**config.mk**
```make
export PLATFORM = sky130hd
export DESIGN_NAME = mpio_port_unit
export DESIGN_NICKNAME = d
export VERILOG_FILES = /design/src/logic/mpio_pkg.sv /design/src/logic/mpio_port_unit.sv /design/src/logic/mpio_port_cell.sv
export SDC_FILE = /design/constraint.sdc
export NUM_CORES = 1
export LEC_CHECK = 0
export ABC_CLOCK_PERIOD_IN_PS = 5900
export BUFFER_PORTS_ARGS = -buffer_cell sky130_fd_sc_hd__clkbuf_2
export CAP_MARGIN = 30
export CORE_ASPECT_RATIO = 0.6
export CORE_MARGIN = 3
export CORE_UTILIZATION = 54
export DETAILED_ROUTE_END_ITERATION = 10
export PLACE_DENSITY_LB_ADDON = 0.05
export SLEW_MARGIN = 20
export SYNTH_ARGS = -nofsm -noshare
export SYNTH_HDL_FRONTEND = slang
export SYNTH_SLANG_ARGS = --single-unit
```
**constraint.sdc**
```tcl
create_clock -name core_clk -period 5.9 [get_ports core_clk]
set_input_delay 1.18 -clock core_clk [delete_from_list [all_inputs] [get_ports core_clk]]
set_output_delay 1.18 -clock core_clk [all_outputs]
set_load 0.05 [all_outputs]
```
**src/logic/mpio_pkg.sv**
```systemverilog
// constants shared by the multi-port pin unit
package mpio_pkg;

    // ************************************************************
    // register offsets
    // ************************************************************
    localparam logic [7:0] OFF_PORT0_DATA = 8'h00;
    localparam logic [7:0] OFF_PORT0_DIR = 8'h01;
    localparam logic [7:0] OFF_PORT0_ALT = 8'h02;
    localparam logic [7:0] OFF_PORT2_DATA = 8'h03;
    localparam logic [7:0] OFF_PORT3_DATA = 8'h04;
    localparam logic [7:0] OFF_PORT3_DIR = 8'h05;
    localparam logic [7:0] OFF_PORT3_ALT = 8'h06;
    localparam logic [7:0] OFF_PORT4_DATA = 8'h07;
    localparam logic [7:0] OFF_PORT4_DIR = 8'h08;
    localparam logic [7:0] OFF_PORT5_DATA = 8'h09;
    localparam logic [7:0] OFF_PORT5_DIR = 8'h0a;
    localparam logic [7:0] OFF_PORT7_DATA = 8'h0b;
    localparam logic [7:0] OFF_PORT8_DATA = 8'h0c;
    localparam logic [7:0] OFF_PORT8_DIR = 8'h0d;
    localparam logic [7:0] OFF_PORT8_ALT = 8'h0e;
    localparam logic [7:0] OFF_PORT9_DATA = 8'h0f;
    localparam logic [7:0] OFF_PORT9_DIR = 8'h10;
    localparam logic [7:0] OFF_MEM_MODE = 8'h11;

    // ************************************************************
    // field positions of the memory mode register
    // ************************************************************
    localparam int MODE_EXP_BIT = 0;
    localparam int MODE_FETCH_BIT = 1;
    localparam int MODE_HICNT_LSB = 4;
    localparam int MODE_HICNT_MSB = 7;

    // ************************************************************
    // reset values
    // ************************************************************
    localparam logic [7:0] RST_LATCH = 8'h00;
    localparam logic [7:0] RST_DIR = 8'h00;
    localparam logic [7:0] RST_ALT = 8'h00;
    localparam logic [7:0] RST_MODE = 8'h00;

    // ************************************************************
    // port widths
    // ************************************************************
    localparam int W_PORT0 = 8;
    localparam int W_PORT2 = 8;
    localparam int W_PORT3 = 5;
    localparam int W_PORT4 = 8;
    localparam int W_PORT5 = 8;
    localparam int W_PORT7 = 8;
    localparam int W_PORT8 = 6;
    localparam int W_PORT9 = 4;

endpackage

```
**src/logic/mpio_port_unit.sv**
```systemverilog
// digital port unit: eight ports, direction, pin function select, register port
// How it works
// RL1 - port 0 per-bit direction, realtime pulse select
// RL2 - port 2 input only, feeds interrupt requests
// RL3 - port 3 bits pick port or serial
// RL4 - port 4 direction set for whole byte
// RL5 - expansion mode: port 4 is address/data
// RL6 - port 5 drives upper address in expansion
// RL7 - unused upper address bits stay port bits
// RL8 - port 7 input only, feeds analog inputs
// RL9 - port 8 bits pick port or timer
// RL10 - port 9 bits 0/1 strobes in expansion
// RL11 - fetch mode: port 9 bits 2/3 strobe, mode
// RL12 - after reset all pins undriven, inputs
// RL13 - read gives pin if input, latch if output
`timescale 1ns/1ns
module mpio_port_unit (
    input wire logic core_clk,
    input wire logic rst,
    input wire logic [7:0] reg_addr,
    input wire logic [7:0] reg_wdata,
    input wire logic reg_wr,
    input wire logic reg_rd,
    output logic [7:0] reg_rdata,
    input wire logic [7:0] p0_in,
    output logic [7:0] p0_out,
    output logic [7:0] p0_oe,
    input wire logic [7:0] p2_in,
    input wire logic [4:0] p3_in,
    output logic [4:0] p3_out,
    output logic [4:0] p3_oe,
    input wire logic [7:0] p4_in,
    output logic [7:0] p4_out,
    output logic [7:0] p4_oe,
    input wire logic [7:0] p5_in,
    output logic [7:0] p5_out,
    output logic [7:0] p5_oe,
    input wire logic [7:0] p7_in,
    input wire logic [5:0] p8_in,
    output logic [5:0] p8_out,
    output logic [5:0] p8_oe,
    input wire logic [3:0] p9_in,
    output logic [3:0] p9_out,
    output logic [3:0] p9_oe,
    input wire logic [7:0] realtime_pulse_out,
    output logic nmi_req,
    output logic [5:0] ext_irq_in,
    output logic ext_irq_or_timer_in,
    output logic [7:0] analog_in,
    input wire logic [4:0] serial_ctl_out,
    input wire logic [4:0] serial_ctl_oe,
    output logic [4:0] serial_ctl_in,
    input wire logic [3:0] timer0_pulse_out,
    input wire logic [1:0] timer1_pulse_out,
    input wire logic [15:0] bus_addr,
    input wire logic [7:0] bus_wdata,
    input wire logic bus_addr_phase,
    input wire logic bus_data_oe,
    output logic [7:0] bus_rdata,
    input wire logic bus_rd_strobe,
    input wire logic bus_wr_strobe,
    input wire logic fetch_addr_strobe,
    input wire logic fetch_mode_out,
    output logic mem_exp_active,
    output logic mem_fetch_active
);

    // ************************************************************
    // pin select and mode registers
    // ************************************************************
    logic [7:0] p0_alt;
    logic [4:0] p3_alt;
    logic [5:0] p8_alt;
    logic [7:0] mem_mode;
    logic exp_en;
    logic fetch_en;
    logic [3:0] hi_cnt;
    logic [7:0] p5_mask;
    logic [7:0] p4_alt_out;

    always_ff @(posedge core_clk or posedge rst)
    begin
        if (rst)
        begin
            p0_alt <= mpio_pkg::RST_ALT; // RL12
        end
        else if (reg_wr && reg_addr == mpio_pkg::OFF_PORT0_ALT)
        begin
            p0_alt <= reg_wdata; // RL1
        end
    end

    always_ff @(posedge core_clk or posedge rst)
    begin
        if (rst)
        begin
            p3_alt <= mpio_pkg::RST_ALT[4:0]; // RL12
        end
        else if (reg_wr && reg_addr == mpio_pkg::OFF_PORT3_ALT)
        begin
            p3_alt <= reg_wdata[4:0]; // RL3
        end
    end

    always_ff @(posedge core_clk or posedge rst)
    begin
        if (rst)
        begin
            p8_alt <= mpio_pkg::RST_ALT[5:0]; // RL12
        end
        else if (reg_wr && reg_addr == mpio_pkg::OFF_PORT8_ALT)
        begin
            p8_alt <= reg_wdata[5:0]; // RL9
        end
    end

    always_ff @(posedge core_clk or posedge rst)
    begin
        if (rst)
        begin
            mem_mode <= mpio_pkg::RST_MODE;
        end
        else if (reg_wr && reg_addr == mpio_pkg::OFF_MEM_MODE)
        begin
            mem_mode <= reg_wdata;
        end
    end

    assign exp_en = mem_mode[mpio_pkg::MODE_EXP_BIT];
    // fast fetch only has meaning on top of expansion
    assign fetch_en = exp_en && mem_mode[mpio_pkg::MODE_FETCH_BIT];
    assign hi_cnt = mem_mode[mpio_pkg::MODE_HICNT_MSB:mpio_pkg::MODE_HICNT_LSB];
    assign mem_exp_active = exp_en;
    assign mem_fetch_active = fetch_en;

    // upper address bits taken from the bottom up
    for (genvar i = 0; i < 8; i++)
    begin : g_hi
        assign p5_mask[i] = exp_en && (4'(i) < hi_cnt); // RL6 RL7
    end

    assign p4_alt_out = bus_addr_phase ? bus_addr[7:0] : bus_wdata; // RL5

    // ************************************************************
    // ports with output
    // ************************************************************
    logic [7:0] p0_dir, p0_rd, p4_dir, p4_rd, p5_dir, p5_rd;
    logic [4:0] p3_dir, p3_rd;
    logic [5:0] p8_dir, p8_rd;
    logic [3:0] p9_dir, p9_rd, p9_sel;

    assign p9_sel = {fetch_en, fetch_en, exp_en, exp_en}; // RL10 RL11

    mpio_port_cell #(.WIDTH(mpio_pkg::W_PORT0), .SHARED_DIR(1'b0)) u_p0 (
        .core_clk(core_clk), .rst(rst),
        .latch_we(reg_wr && reg_addr == mpio_pkg::OFF_PORT0_DATA),
        .dir_we(reg_wr && reg_addr == mpio_pkg::OFF_PORT0_DIR),
        .wdata(reg_wdata), .alt_sel(p0_alt), .alt_out(realtime_pulse_out), .alt_oe(8'hff),
        .pin_in(p0_in), .pin_out(p0_out), .pin_oe(p0_oe), .latch(), .dir(p0_dir), .rd_val(p0_rd)
    );

    mpio_port_cell #(.WIDTH(mpio_pkg::W_PORT3), .SHARED_DIR(1'b0)) u_p3 (
        .core_clk(core_clk), .rst(rst),
        .latch_we(reg_wr && reg_addr == mpio_pkg::OFF_PORT3_DATA),
        .dir_we(reg_wr && reg_addr == mpio_pkg::OFF_PORT3_DIR),
        .wdata(reg_wdata), .alt_sel(p3_alt), .alt_out(serial_ctl_out), .alt_oe(serial_ctl_oe),
        .pin_in(p3_in), .pin_out(p3_out), .pin_oe(p3_oe), .latch(), .dir(p3_dir), .rd_val(p3_rd)
    );

    mpio_port_cell #(.WIDTH(mpio_pkg::W_PORT4), .SHARED_DIR(1'b1)) u_p4 (
        .core_clk(core_clk), .rst(rst),
        .latch_we(reg_wr && reg_addr == mpio_pkg::OFF_PORT4_DATA),
        .dir_we(reg_wr && reg_addr == mpio_pkg::OFF_PORT4_DIR),
        .wdata(reg_wdata), .alt_sel({8{exp_en}}), .alt_out(p4_alt_out),
        .alt_oe({8{bus_addr_phase || bus_data_oe}}),
        .pin_in(p4_in), .pin_out(p4_out), .pin_oe(p4_oe), .latch(), .dir(p4_dir), .rd_val(p4_rd)
    );

    mpio_port_cell #(.WIDTH(mpio_pkg::W_PORT5), .SHARED_DIR(1'b0)) u_p5 (
        .core_clk(core_clk), .rst(rst),
        .latch_we(reg_wr && reg_addr == mpio_pkg::OFF_PORT5_DATA),
        .dir_we(reg_wr && reg_addr == mpio_pkg::OFF_PORT5_DIR),
        .wdata(reg_wdata), .alt_sel(p5_mask), .alt_out(bus_addr[15:8]), .alt_oe(8'hff),
        .pin_in(p5_in), .pin_out(p5_out), .pin_oe(p5_oe), .latch(), .dir(p5_dir), .rd_val(p5_rd)
    );

    mpio_port_cell #(.WIDTH(mpio_pkg::W_PORT8), .SHARED_DIR(1'b0)) u_p8 (
        .core_clk(core_clk), .rst(rst),
        .latch_we(reg_wr && reg_addr == mpio_pkg::OFF_PORT8_DATA),
        .dir_we(reg_wr && reg_addr == mpio_pkg::OFF_PORT8_DIR),
        .wdata(reg_wdata), .alt_sel(p8_alt), .alt_out({timer1_pulse_out, timer0_pulse_out}),
        .alt_oe(6'h3f),
        .pin_in(p8_in), .pin_out(p8_out), .pin_oe(p8_oe), .latch(), .dir(p8_dir), .rd_val(p8_rd)
    );

    mpio_port_cell #(.WIDTH(mpio_pkg::W_PORT9), .SHARED_DIR(1'b0)) u_p9 (
        .core_clk(core_clk), .rst(rst),
        .latch_we(reg_wr && reg_addr == mpio_pkg::OFF_PORT9_DATA),
        .dir_we(reg_wr && reg_addr == mpio_pkg::OFF_PORT9_DIR),
        .wdata(reg_wdata), .alt_sel(p9_sel),
        .alt_out({fetch_mode_out, fetch_addr_strobe, bus_wr_strobe, bus_rd_strobe}), .alt_oe(4'hf),
        .pin_in(p9_in), .pin_out(p9_out), .pin_oe(p9_oe), .latch(), .dir(p9_dir), .rd_val(p9_rd)
    );

    // ************************************************************
    // input-only ports and pin inputs toward peripherals
    // ************************************************************
    assign nmi_req = p2_in[0]; // RL2
    assign ext_irq_in = p2_in[6:1]; // RL2
    assign ext_irq_or_timer_in = p2_in[7]; // RL2
    assign analog_in = p7_in; // RL8
    assign serial_ctl_in = p3_in;
    assign bus_rdata = p4_in;

    // ************************************************************
    // register read, data valid only the cycle after the strobe
    // ************************************************************
    logic [7:0] next_rdata;

    always_comb
    begin
        next_rdata = 8'h00;
        unique case (reg_addr)
            mpio_pkg::OFF_PORT0_DATA: next_rdata = p0_rd; // RL13
            mpio_pkg::OFF_PORT0_DIR: next_rdata = p0_dir;
            mpio_pkg::OFF_PORT0_ALT: next_rdata = p0_alt;
            mpio_pkg::OFF_PORT2_DATA: next_rdata = p2_in; // RL2
            mpio_pkg::OFF_PORT3_DATA: next_rdata = {3'h0, p3_rd};
            mpio_pkg::OFF_PORT3_DIR: next_rdata = {3'h0, p3_dir};
            mpio_pkg::OFF_PORT3_ALT: next_rdata = {3'h0, p3_alt};
            mpio_pkg::OFF_PORT4_DATA: next_rdata = p4_rd;
            mpio_pkg::OFF_PORT4_DIR: next_rdata = {7'h00, p4_dir[0]};
            mpio_pkg::OFF_PORT5_DATA: next_rdata = p5_rd;
            mpio_pkg::OFF_PORT5_DIR: next_rdata = p5_dir;
            mpio_pkg::OFF_PORT7_DATA: next_rdata = p7_in; // RL8
            mpio_pkg::OFF_PORT8_DATA: next_rdata = {2'h0, p8_rd};
            mpio_pkg::OFF_PORT8_DIR: next_rdata = {2'h0, p8_dir};
            mpio_pkg::OFF_PORT8_ALT: next_rdata = {2'h0, p8_alt};
            mpio_pkg::OFF_PORT9_DATA: next_rdata = {4'h0, p9_rd};
            mpio_pkg::OFF_PORT9_DIR: next_rdata = {4'h0, p9_dir};
            mpio_pkg::OFF_MEM_MODE: next_rdata = mem_mode;
            default: next_rdata = 8'h00;
        endcase
    end

    always_ff @(posedge core_clk or posedge rst)
    begin
        if (rst)
        begin
            reg_rdata <= 8'h00;
        end
        else
        begin
            reg_rdata <= reg_rd ? next_rdata : 8'h00;
        end
    end
endmodule

```
**src/logic/mpio_port_cell.sv**
```systemverilog
// one port: output latch, direction, pin select and read-back
`timescale 1ns/1ns
module mpio_port_cell #(
    parameter int WIDTH = 8,
    parameter bit SHARED_DIR = 1'b0
) (
    input wire logic core_clk,
    input wire logic rst,
    input wire logic latch_we,
    input wire logic dir_we,
    input wire logic [7:0] wdata,
    input wire logic [WIDTH-1:0] alt_sel,
    input wire logic [WIDTH-1:0] alt_out,
    input wire logic [WIDTH-1:0] alt_oe,
    input wire logic [WIDTH-1:0] pin_in,
    output logic [WIDTH-1:0] pin_out,
    output logic [WIDTH-1:0] pin_oe,
    output logic [WIDTH-1:0] latch,
    output logic [WIDTH-1:0] dir,
    output logic [WIDTH-1:0] rd_val
);

    // ************************************************************
    // output latch and direction
    // ************************************************************
    always_ff @(posedge core_clk or posedge rst)
    begin
        if (rst)
        begin
            latch <= WIDTH'(mpio_pkg::RST_LATCH);
        end
        else if (latch_we)
        begin
            latch <= wdata[WIDTH-1:0];
        end
    end

    // shared direction takes bit 0 for the whole port
    always_ff @(posedge core_clk or posedge rst)
    begin
        if (rst)
        begin
            dir <= WIDTH'(mpio_pkg::RST_DIR); // RL12
        end
        else if (dir_we)
        begin
            dir <= SHARED_DIR ? {WIDTH{wdata[0]}} : wdata[WIDTH-1:0]; // RL4
        end
    end

    // ************************************************************
    // pin muxing per bit
    // ************************************************************
    for (genvar i = 0; i < WIDTH; i++)
    begin : g_bit
        assign pin_out[i] = alt_sel[i] ? alt_out[i] : latch[i];
        assign pin_oe[i] = alt_sel[i] ? alt_oe[i] : dir[i];
        assign rd_val[i] = (!alt_sel[i] && dir[i]) ? latch[i] : pin_in[i]; // RL13
    end

endmodule

```
Word level (Yosys, flattened, before mapping)

Index checks and enable logic that the tools add are counted.

Memories kept: 0
Memory bits (read-only): 0
Latch bits: 0
Word-level logic and storage cells: 257
Input port bits: 129
Bits in writable memories: 0
Output and inout bits: 117
Register bits: 106

Reduce and logical (&&, ||, !) cells: 95
Magnitude comparators: 8
Bitwise gates (word level): 0
Add/sub/neg operators: 0
$mul: 0
Equal/unequal tests: 17
Shift operators: 0
Muxes and demuxes: 120
Divide/modulo/power cells: 0

Operators with widths:

| kind                                                                        | number |
|---|---|
| 8-bit case mux with 18 select lines                                         | 1 |
| 1-bit two-way mux                                                           | 117 |
| 8-bit by 4-bit equality test with 1-bit output, second input constant       | 8 |
| 1-bit logical AND                                                           | 64 |
| 8-bit by 3-bit equality test with 1-bit output, second input constant       | 4 |
| 1-bit logical NOT                                                           | 29 |
| 8-bit by 2-bit equality test with 1-bit output, second input constant       | 2 |
| 8-bit by 5-bit equality test with 1-bit output, second input constant       | 2 |
| 3-bit by 4-bit less-than comparator with 1-bit output, first input constant | 4 |
| 8-bit two-way mux                                                           | 2 |
| 8-bit by 1-bit equality test with 1-bit output, second input constant       | 1 |
| 8-bit logical NOT                                                           | 1 |
| 1-bit by 4-bit less-than comparator with 1-bit output, first input constant | 2 |
| 2-bit by 4-bit less-than comparator with 1-bit output, first input constant | 2 |
| 1-bit logical OR                                                            | 1 |

Longest topological paths before layout

Gate-level depths: netlist of the first run.

Word-level depth: 7
Mapped depth: 8
Gate-level depth less buffers: 6

Cells and area by module

From an unflattened synthesis of the first run, not the netlist that was laid out.

Cell total of the unflattened synthesis: 688
Area, all modules: 7608.5 µm²

Modules (own cells, without submodules):

| module                    | area each (µm²) | cells each | times used | sequential area each (µm²) |
|---|---|---|---|---|
| mpio_port_unit            | 3000.4          | 331        | 1          | 875.8 |
| mpio_port_cell (u_p0 ...) | 1047.3          | 75         | 2          | 400.4 |
| mpio_port_cell (u_p8)     | 747.0           | 57         | 1          | 300.3 |
| mpio_port_cell (u_p4)     | 678.2           | 67         | 1          | 225.2 |
| mpio_port_cell (u_p3)     | 604.3           | 46         | 1          | 250.2 |
| mpio_port_cell (u_p9)     | 484.2           | 37         | 1          | 200.2 |

Least setup slack after synthesis of the first run

Ideal clock, no wire load.

Path type: input to output
Start point: input port bus_addr_phase
End point: output port p4_oe[1]
Buffers on the path: 2
Data required time: 4.720 ns
Path slack: 2.185 ns
Stages: 4
Data arrival time: 2.535 ns
Cell sequence: clkbuf_1 -> o21ai_0 -> nand2b_1 -> buf_4

Word-level cells in the longest chain between the ends: 2

Ends and longest elaborated chain:

| element           | line                  | RTL |
|---|---|---|
| start, declared   | mpio_port_unit.sv:57  | `input wire logic bus_addr_phase,` |
| 1-bit logical OR  | mpio_port_unit.sv:175 | `.alt_oe({8{bus_addr_phase \|\| bus_data_oe}}),` |
| 1-bit two-way mux | mpio_port_cell.sv:57  | `assign pin_oe[i] = alt_sel[i] ? alt_oe[i] : dir[i];` |
| end, declared     | mpio_port_unit.sv:34  | `output logic [7:0] p4_oe,` |

No other way between the ends.

Worst setup path after layout of the first run

Start point: input port reg_addr[1]
End point: register u_p5.dir[3]

Word-level cells in the longest chain between the ends: 2

Ends and longest elaborated chain:

| element                                        | line                  | RTL |
|---|---|---|
| start, declared                                | mpio_port_unit.sv:20  | `input wire logic [7:0] reg_addr,` |
| 8-bit by 4-bit equality test with 1-bit output | mpio_port_unit.sv:182 | `.dir_we(reg_wr && reg_addr == mpio_pkg::OFF_PORT5_DIR),` |
| 1-bit logical AND                              | mpio_port_unit.sv:182 |  |
| end signal, assigned                           | mpio_port_cell.sv:43  | `dir <= WIDTH'(mpio_pkg::RST_DIR);` |
| end signal, assigned                           | mpio_port_cell.sv:47  | `dir <= SHARED_DIR ? {WIDTH{wdata[0]}} : wdata[WIDTH-1:0];` |
| end, declared                                  | mpio_port_cell.sv:19  | `output logic [WIDTH-1:0] dir,` |

No other way between the ends.
A chain may end at the register's enable or synchronous reset.

==> results of run 1 <==
cell usage after synthesis, drive strengths merged (2+ instances only):
cell    number  share of area (%)
o22ai        6               0.56
buf         50                5.3
and2         3               0.28
nand2       42                2.4
nand2b      23                2.1
a31oi       10               0.93
o21ai       16                1.2
inv          6               0.34
a221oi       3               0.39
clkbuf      21                1.2
a22oi        9                1.0
mux2i       37                5.5
dfrtp      106                 39
o22a         2               0.26
a311oi       6               0.78
o211ai       4               0.45
a32oi        4               0.52
or2         16                1.5
nor3        13                1.2
mux2       139                 23
a31o         2               0.26
nor2        28                1.8
nand3       13                1.6
a211oi       2               0.22
nor4         3               0.37
a21o         7               0.78
and3         8               0.74
a21oi       25                1.9
nor2b       13                1.2
cell usage in the layout, fill, tap and decap left out, drive strengths merged, types with 2 or more instances in the layout:
master	n
a221oi	3
a311oi	6
and3	8
a21oi	25
nor3	13
buf	4
nand3	13
or2	16
clkinv	2
nor2	28
a31oi	10
a22oi	9
a21o	7
o22ai	6
mux2i	37
a31o	2
nor2b	13
o211ai	4
a211oi	2
nor4	3
clkbuf	256
a32oi	4
nand2	42
inv	8
dfrtp	106
o21ai	16
nand2b	23
o22a	2
mux2	139
and2	3
worst max-delay path by stage:
stage / from / cells past startpoint / to
global route: reg_addr[1] / 5 / u_p5.dir[3]
detailed placement: reg_addr[1] / 5 / u_p5.dir[7]
global placement: reg_addr[1] / 5 / u_p5.dir[0]
CTS: reg_addr[1] / 5 / u_p5.dir[4]
finish: reg_addr[1] / 5 / u_p5.dir[3]
floorplan: rst / 1 / mem_mode[0]
power by group:
part	internal, W	switching, W	total, W
clock network	0.000291	0.000292	0.000583
registers	0.000758	0.0000420	0.000800
logic	0.000142	0.000337	0.000479
sequential cells by signal, summed over array words and instances, names as in the netlist, 6 cells and up:
| register | count |
|---|---|
| u_p5.latch | 8 |
| u_p5.dir | 8 |
| u_p4.latch | 8 |
| u_p8.dir | 6 |
| p0_alt | 8 |
| p8_alt | 6 |
| u_p0.latch | 8 |
| u_p0.dir | 8 |
| reg_rdata | 8 |
| u_p8.latch | 6 |
| mem_mode | 8 |
layout make-up:
type	instances	area share [%]
multi-input combinational	452	45.1
sequential	106	33.1
timing repair buffer	249	15.7
clock buffer	11	2.90
tap	160	2.50
clock inverter	5	0.484
inverter	6	0.312
metrics by stage:
stage / setup slack, ns / hold WS, ns / instances / util [%] / cell area [um2]
2_1_floorplan: 1.93 / 0.471 / 635 / - / 6720
4_1_cts: 2.42 / 0.512 / 989 / 68.5 / 8020
3_3_place_gp: 2.12 / 0.483 / 973 / 66.2 / 7750
3_5_place_dp: 2.04 / 0.495 / 973 / 66.2 / 7750
5_1_grt: 2.23 / 0.536 / 989 / 68.5 / 8020
6_report: 2.31 / 0.510 / 989 / 68.5 / 8020
per-layer routing:
layer	vias up	part of all wire, %	global-route usage [%]
met3	35	12	9.98
li1	2657	-	-
met4	2	1.5	7.31
met1	2996	41	48.3
met2	421	45	52.6
met5	-	0.053	0
logic make-up after synthesis:
kind of cell    after synthesis
compound gates              108
buf+inv                      77
flops                       106
mux                         176
simple gates                168
==> results.json, run 1 <==
{
  "status": "finished, final reports clean",
  "synthXorXnorAreaFrac_pct": 0,
  "coreArea_mm2": 0.0117,
  "vias": 6111,
  "synth_edf_count": 0,
  "synth.area.mux_share_pct": 28.8,
  "reg2reg_to": "reg_rdata[7]",
  "firstDrtPassIters": 7,
  "rr_worst_depth": 8,
  "cp_top_family": "simple AND/OR/NAND/NOR gates",
  "io_pins": 246,
  "grt_pass1_wl_um": 35500,
  "drive_above_1_share_pct": 52.4,
  "drtIter0Drc": 651,
  "cpPeakStageDelay_ns": 0.80,
  "synthFlopType": "dfrtp_1",
  "power.total_w": 0.00186,
  "clkLatencyLatePin_ns": 0.35,
  "worst_pin_slew_ns": 0.907,
  "r2r-start": "mem_mode[0]",
  "multi_input_area_mm2": 0.00361,
  "p_per_area_mw_per_mm2": 232,
  "start_kind": "primary input",
  "ys_warn_count": 0,
  "totalWireLength_um": 24400,
  "detailed_place_hpwl_um": 18600,
  "syn_nets": 764,
  "final_nets": 953,
  "crit_path_cell_trace": "clkbuf_2 > nor2b_1 > nand2_1 > nor3_2 > mux2_2",
  "synth-simple-area-share_pct": 14.0,
  "period_needed_ns": 3.59,
  "syn_area_mm2": 0.00672,
  "irDropWorstVdd_mv": 0.157,
  "die-area_mm2": 0.0139,
  "cts_buffers": 9,
  "h-tree-depth": 3,
  "routedWlPerCell_um": 24.6,
  "cts.path.max_buffers": 2,
  "synth_area_per_cell_um2": 10.6,
  "worst-endpoint-required_ns": 6.14,
  "period_share_pct": 60.8,
  "cts-resized-gates": 0,
  "critPathBufInv": 1,
  "final_antenna_net_count": 0,
  "worst_setup_path_end_kind": "register",
  "overflow": 0,
  "fmax_mhz": 279,
  "cts_root_buffer": "clkbuf_16",
  "reg2reg_slack_ns": 3.67,
  "cap_violations": 0,
  "ff_latch_area_mm2": 0.00265,
  "path_clk_slew_ns": 0.08,
  "finalHoldViolCount": 0,
  "hold_start": "u_p8.latch[4]",
  "grt_pass1_vias": 5967,
  "start_util_pct": 57.4,
  "hold_path.class": "register to register",
  "worstPathArrival_ns": 3.82,
  "slew-limit-headroom_pct": 39.4,
  "synth_compound_area_share_pct": 10.9,
  "rows": 30,
  "synth.distinct_cells": 61,
  "post-route-drc-count": 0,
  "cp_max_fo": 26,
  "slew_viol_final": 0,
  "clock_sinks": 106,
  "cts_tree": "done",
  "gp_congestion": 0.927,
  "antenna_found_initial": 1,
  "synth_seq_area_share_pct": 39.5,
  "whs_endpoint": "u_p8.latch[4]",
  "p_leak_nw": 4.25,
  "synth_seq_cells": 106,
  "async_flop_share_pct": 100,
  "die_width_um": 150,
  "die_h_um": 92.4,
  "diodes": 0,
  "synthAdderAreaFrac_pct": 0,
  "groute.usage.overall_pct": 34.2,
  "skew_ns": 0.00927,
  "synth_top_family_by_area": "multiplexers",
  "hold_buffers": 0,
  "area_growth_pct": 19.3,
  "grt_max_degree": 64,
  "postCtsSetupBuffers": 0,
  "rsz0062_at_grt": "no",
  "port_buffers": 245,
  "via_per_inst": 6.18,
  "crit_path_top_delay_cell": "nor2b_1",
  "netlist_instances": 635,
  "setup_viol": 0,
  "tns_ns": 0,
  "fillers": 909,
  "hold_path_depth": 1,
  "critical_path_class": "primary input to register"
}
(Power assumes the default switching activity.)
==> inputs of run 2 (changes only) <==
Settings changed: ABC_CLOCK_PERIOD_IN_PS 5900 to 3350, CORE_UTILIZATION 54 to 51.
Clock period 5.9 ns to 3.35 ns, I/O delays scaled along.
==> results.json, run 2 (synthesis gave the netlist of run 1 again) <==
{
  "port_buffers": 245,
  "cts_tree": "done",
  "power.total_w": 0.00337,
  "worstPathArrival_ns": 2.12,
  "comb_power_share_pct": 24.9,
  "final_common_cell": "clkbuf_2",
  "place_inst": 993,
  "drtIter0Drc": 523,
  "cts-resized-gates": 0,
  "worst-endpoint-required_ns": 2.68,
  "slew-limit-headroom_pct": 53.7,
  "firstDrtPassIters": 5,
  "coreArea_mm2": 0.0125,
  "grt_pass1_vias": 5864,
  "status": "finished, final reports clean",
  "io_pins": 246,
  "clkLatencyLatePin_ns": 0.35,
  "h-tree-depth": 3,
  "crit_path_top_delay_cell": "dfrtp_1",
  "vias": 6117,
  "crit_path_cell_trace": "o21ai_0 > mux2_2 > clkbuf_2",
  "cp_top_family": "flip-flops",
  "finalHoldViolCount": 0,
  "final_nets": 968,
  "pwr-share-clk_pct": 33.4,
  "dr_wl_met2_um": 10300,
  "final_antenna_net_count": 0,
  "seqPwrFrac_pct": 41.7,
  "cpPeakStageDelay_ns": 0.79,
  "drive_above_1_share_pct": 53.3,
  "clock_sinks": 106,
  "cap_violations": 0,
  "place_area_mm2": 0.00788,
  "intPower_w": 0.00224,
  "p_leak_nw": 4.34,
  "die_width_um": 154,
  "fin_area_mm2": 0.00818,
  "critical_path_class": "register to output pin",
  "highest_layer": "met4",
  "slew_viol_final": 0,
  "cts.path.max_buffers": 2,
  "cts_root_buffer": "clkbuf_16",
  "period_needed_ns": 2.79,
  "met1_length_um": 10300,
  "diodes": 0,
  "period_share_pct": 83.4,
  "multi_input_area_mm2": 0.00361,
  "irDropWorstVdd_mv": 0.273,
  "totalWireLength_um": 23300,
  "fillers": 1026,
  "fmax_mhz": 358,
  "hold_buffers": 0,
  "via_per_inst": 6.08,
  "rsz0062_at_grt": "no",
  "route.met3.wl_um": 2420,
  "tns_ns": 0,
  "antenna_found_initial": 0,
  "gp_congestion": 1.01,
  "hold_path.class": "primary input to asynchronous set/reset pin",
  "groute.usage.overall_pct": 31.2,
  "cts_buffers": 9,
  "worst_pin_slew_ns": 0.695,
  "postCtsSetupBuffers": 0,
  "layout_common_cells": "clkbuf_2 (245), mux2_2 (139), dfrtp_1 (106)",
  "rows": 31,
  "cp_max_fo": 22,
  "p_sw_w": 0.00113,
  "fin_ws_ns": 0.556,
  "start_kind": "register",
  "fin_cells": 1006,
  "post-route-drc-count": 0,
  "path_clk_slew_ns": 0.07,
  "detailed_place_hpwl_um": 18100,
  "p_sw_share_pct": 33.5,
  "die_h_um": 94.9,
  "setup_viol": 0,
  "skew_ns": 0.0103,
  "die-area_mm2": 0.0146,
  "p_per_area_mw_per_mm2": 412,
  "start_util_pct": 54.0,
  "overflow": 0,
  "area_growth_pct": 21.8,
  "dp_slack_ns": 0.352,
  "grt_pass1_wl_um": 34600,
  "routedWlPerCell_um": 23.1,
  "grt_max_degree": 107,
  "ff_latch_area_mm2": 0.00265,
  "critPathBufInv": 1,
  "worst_setup_path_end_kind": "output pin"
}
run 2: cell types whose count changed in the layout (fill, tap and decap cells not counted):
cell and change:
clkinv_4 -1, bufinv_16 +2, clkinv_2 -1, inv_4 -1, buf_4 +14, clkbuf_1 -2
buf_12 +1
run 2: worst register-to-register path, stage by stage, from the launching register on:
cell,delay [ns]
dfrtp_1,0.79
buf_4,0.33
nand2b_1,0.14
mux2i_1,0.34
a21oi_1,0.11
o21ai_0,0.27
a31oi_1,0.14
a21o_1,0.16
run 2: final timing paths:
check / to / depth (start not counted) / slack, ns / start
worst min-delay path: u_p0.latch[5] / 3 / 0.47 / rst
min in group core_clk: u_p0.latch[5] / 1 / 0.51 / u_p0.latch[5]
worst max-delay path: p5_out[3] / 3 / 0.56 / mem_mode[0]
max in group asynchronous: u_p5.dir[2] / 3 / 2.43 / rst
worst min register to register: u_p0.latch[5] / 1 / 0.51 / u_p0.latch[5]
worst max register to register: reg_rdata[0] / 7 / 0.96 / mem_mode[0]
run 2: cell type report:
class	count	area share, %
clock buffer	9	2.75
clock inverter	4	0.948
inverter	6	0.321
multi-input combinational	452	44.2
sequential	106	32.4
tap	165	2.52
timing repair buffer	264	16.9
run 2: per-stage QoR:
step                      util, %  hold WS, ns
after floorplan                 -        0.471
after global placement       63.3        0.488
after detailed placement     63.3        0.494
after CTS                    65.7        0.508
after global routing         65.7        0.524
final                        65.7        0.470
run 2: per-layer routing:
metal	vias to the layer above	track usage [%]
met5	-	0
met4	0	6.39
met3	33	7.28
met2	359	47.3
met1	3026	45.7
li1	2699	-
run 2: power groups by stage:
stage | Sequential [W] | Combinational, W | Clock [W]
2_1_floorplan | 0.00140 | 0.000621 | 0
3_3_place_gp | 0.00143 | 0.000827 | 0
3_5_place_dp | 0.00143 | 0.000837 | 0
4_1_cts | 0.00140 | 0.000839 | 0.00113
5_1_grt | 0.00142 | 0.000885 | 0.00118
6_report | 0.00141 | 0.000839 | 0.00113
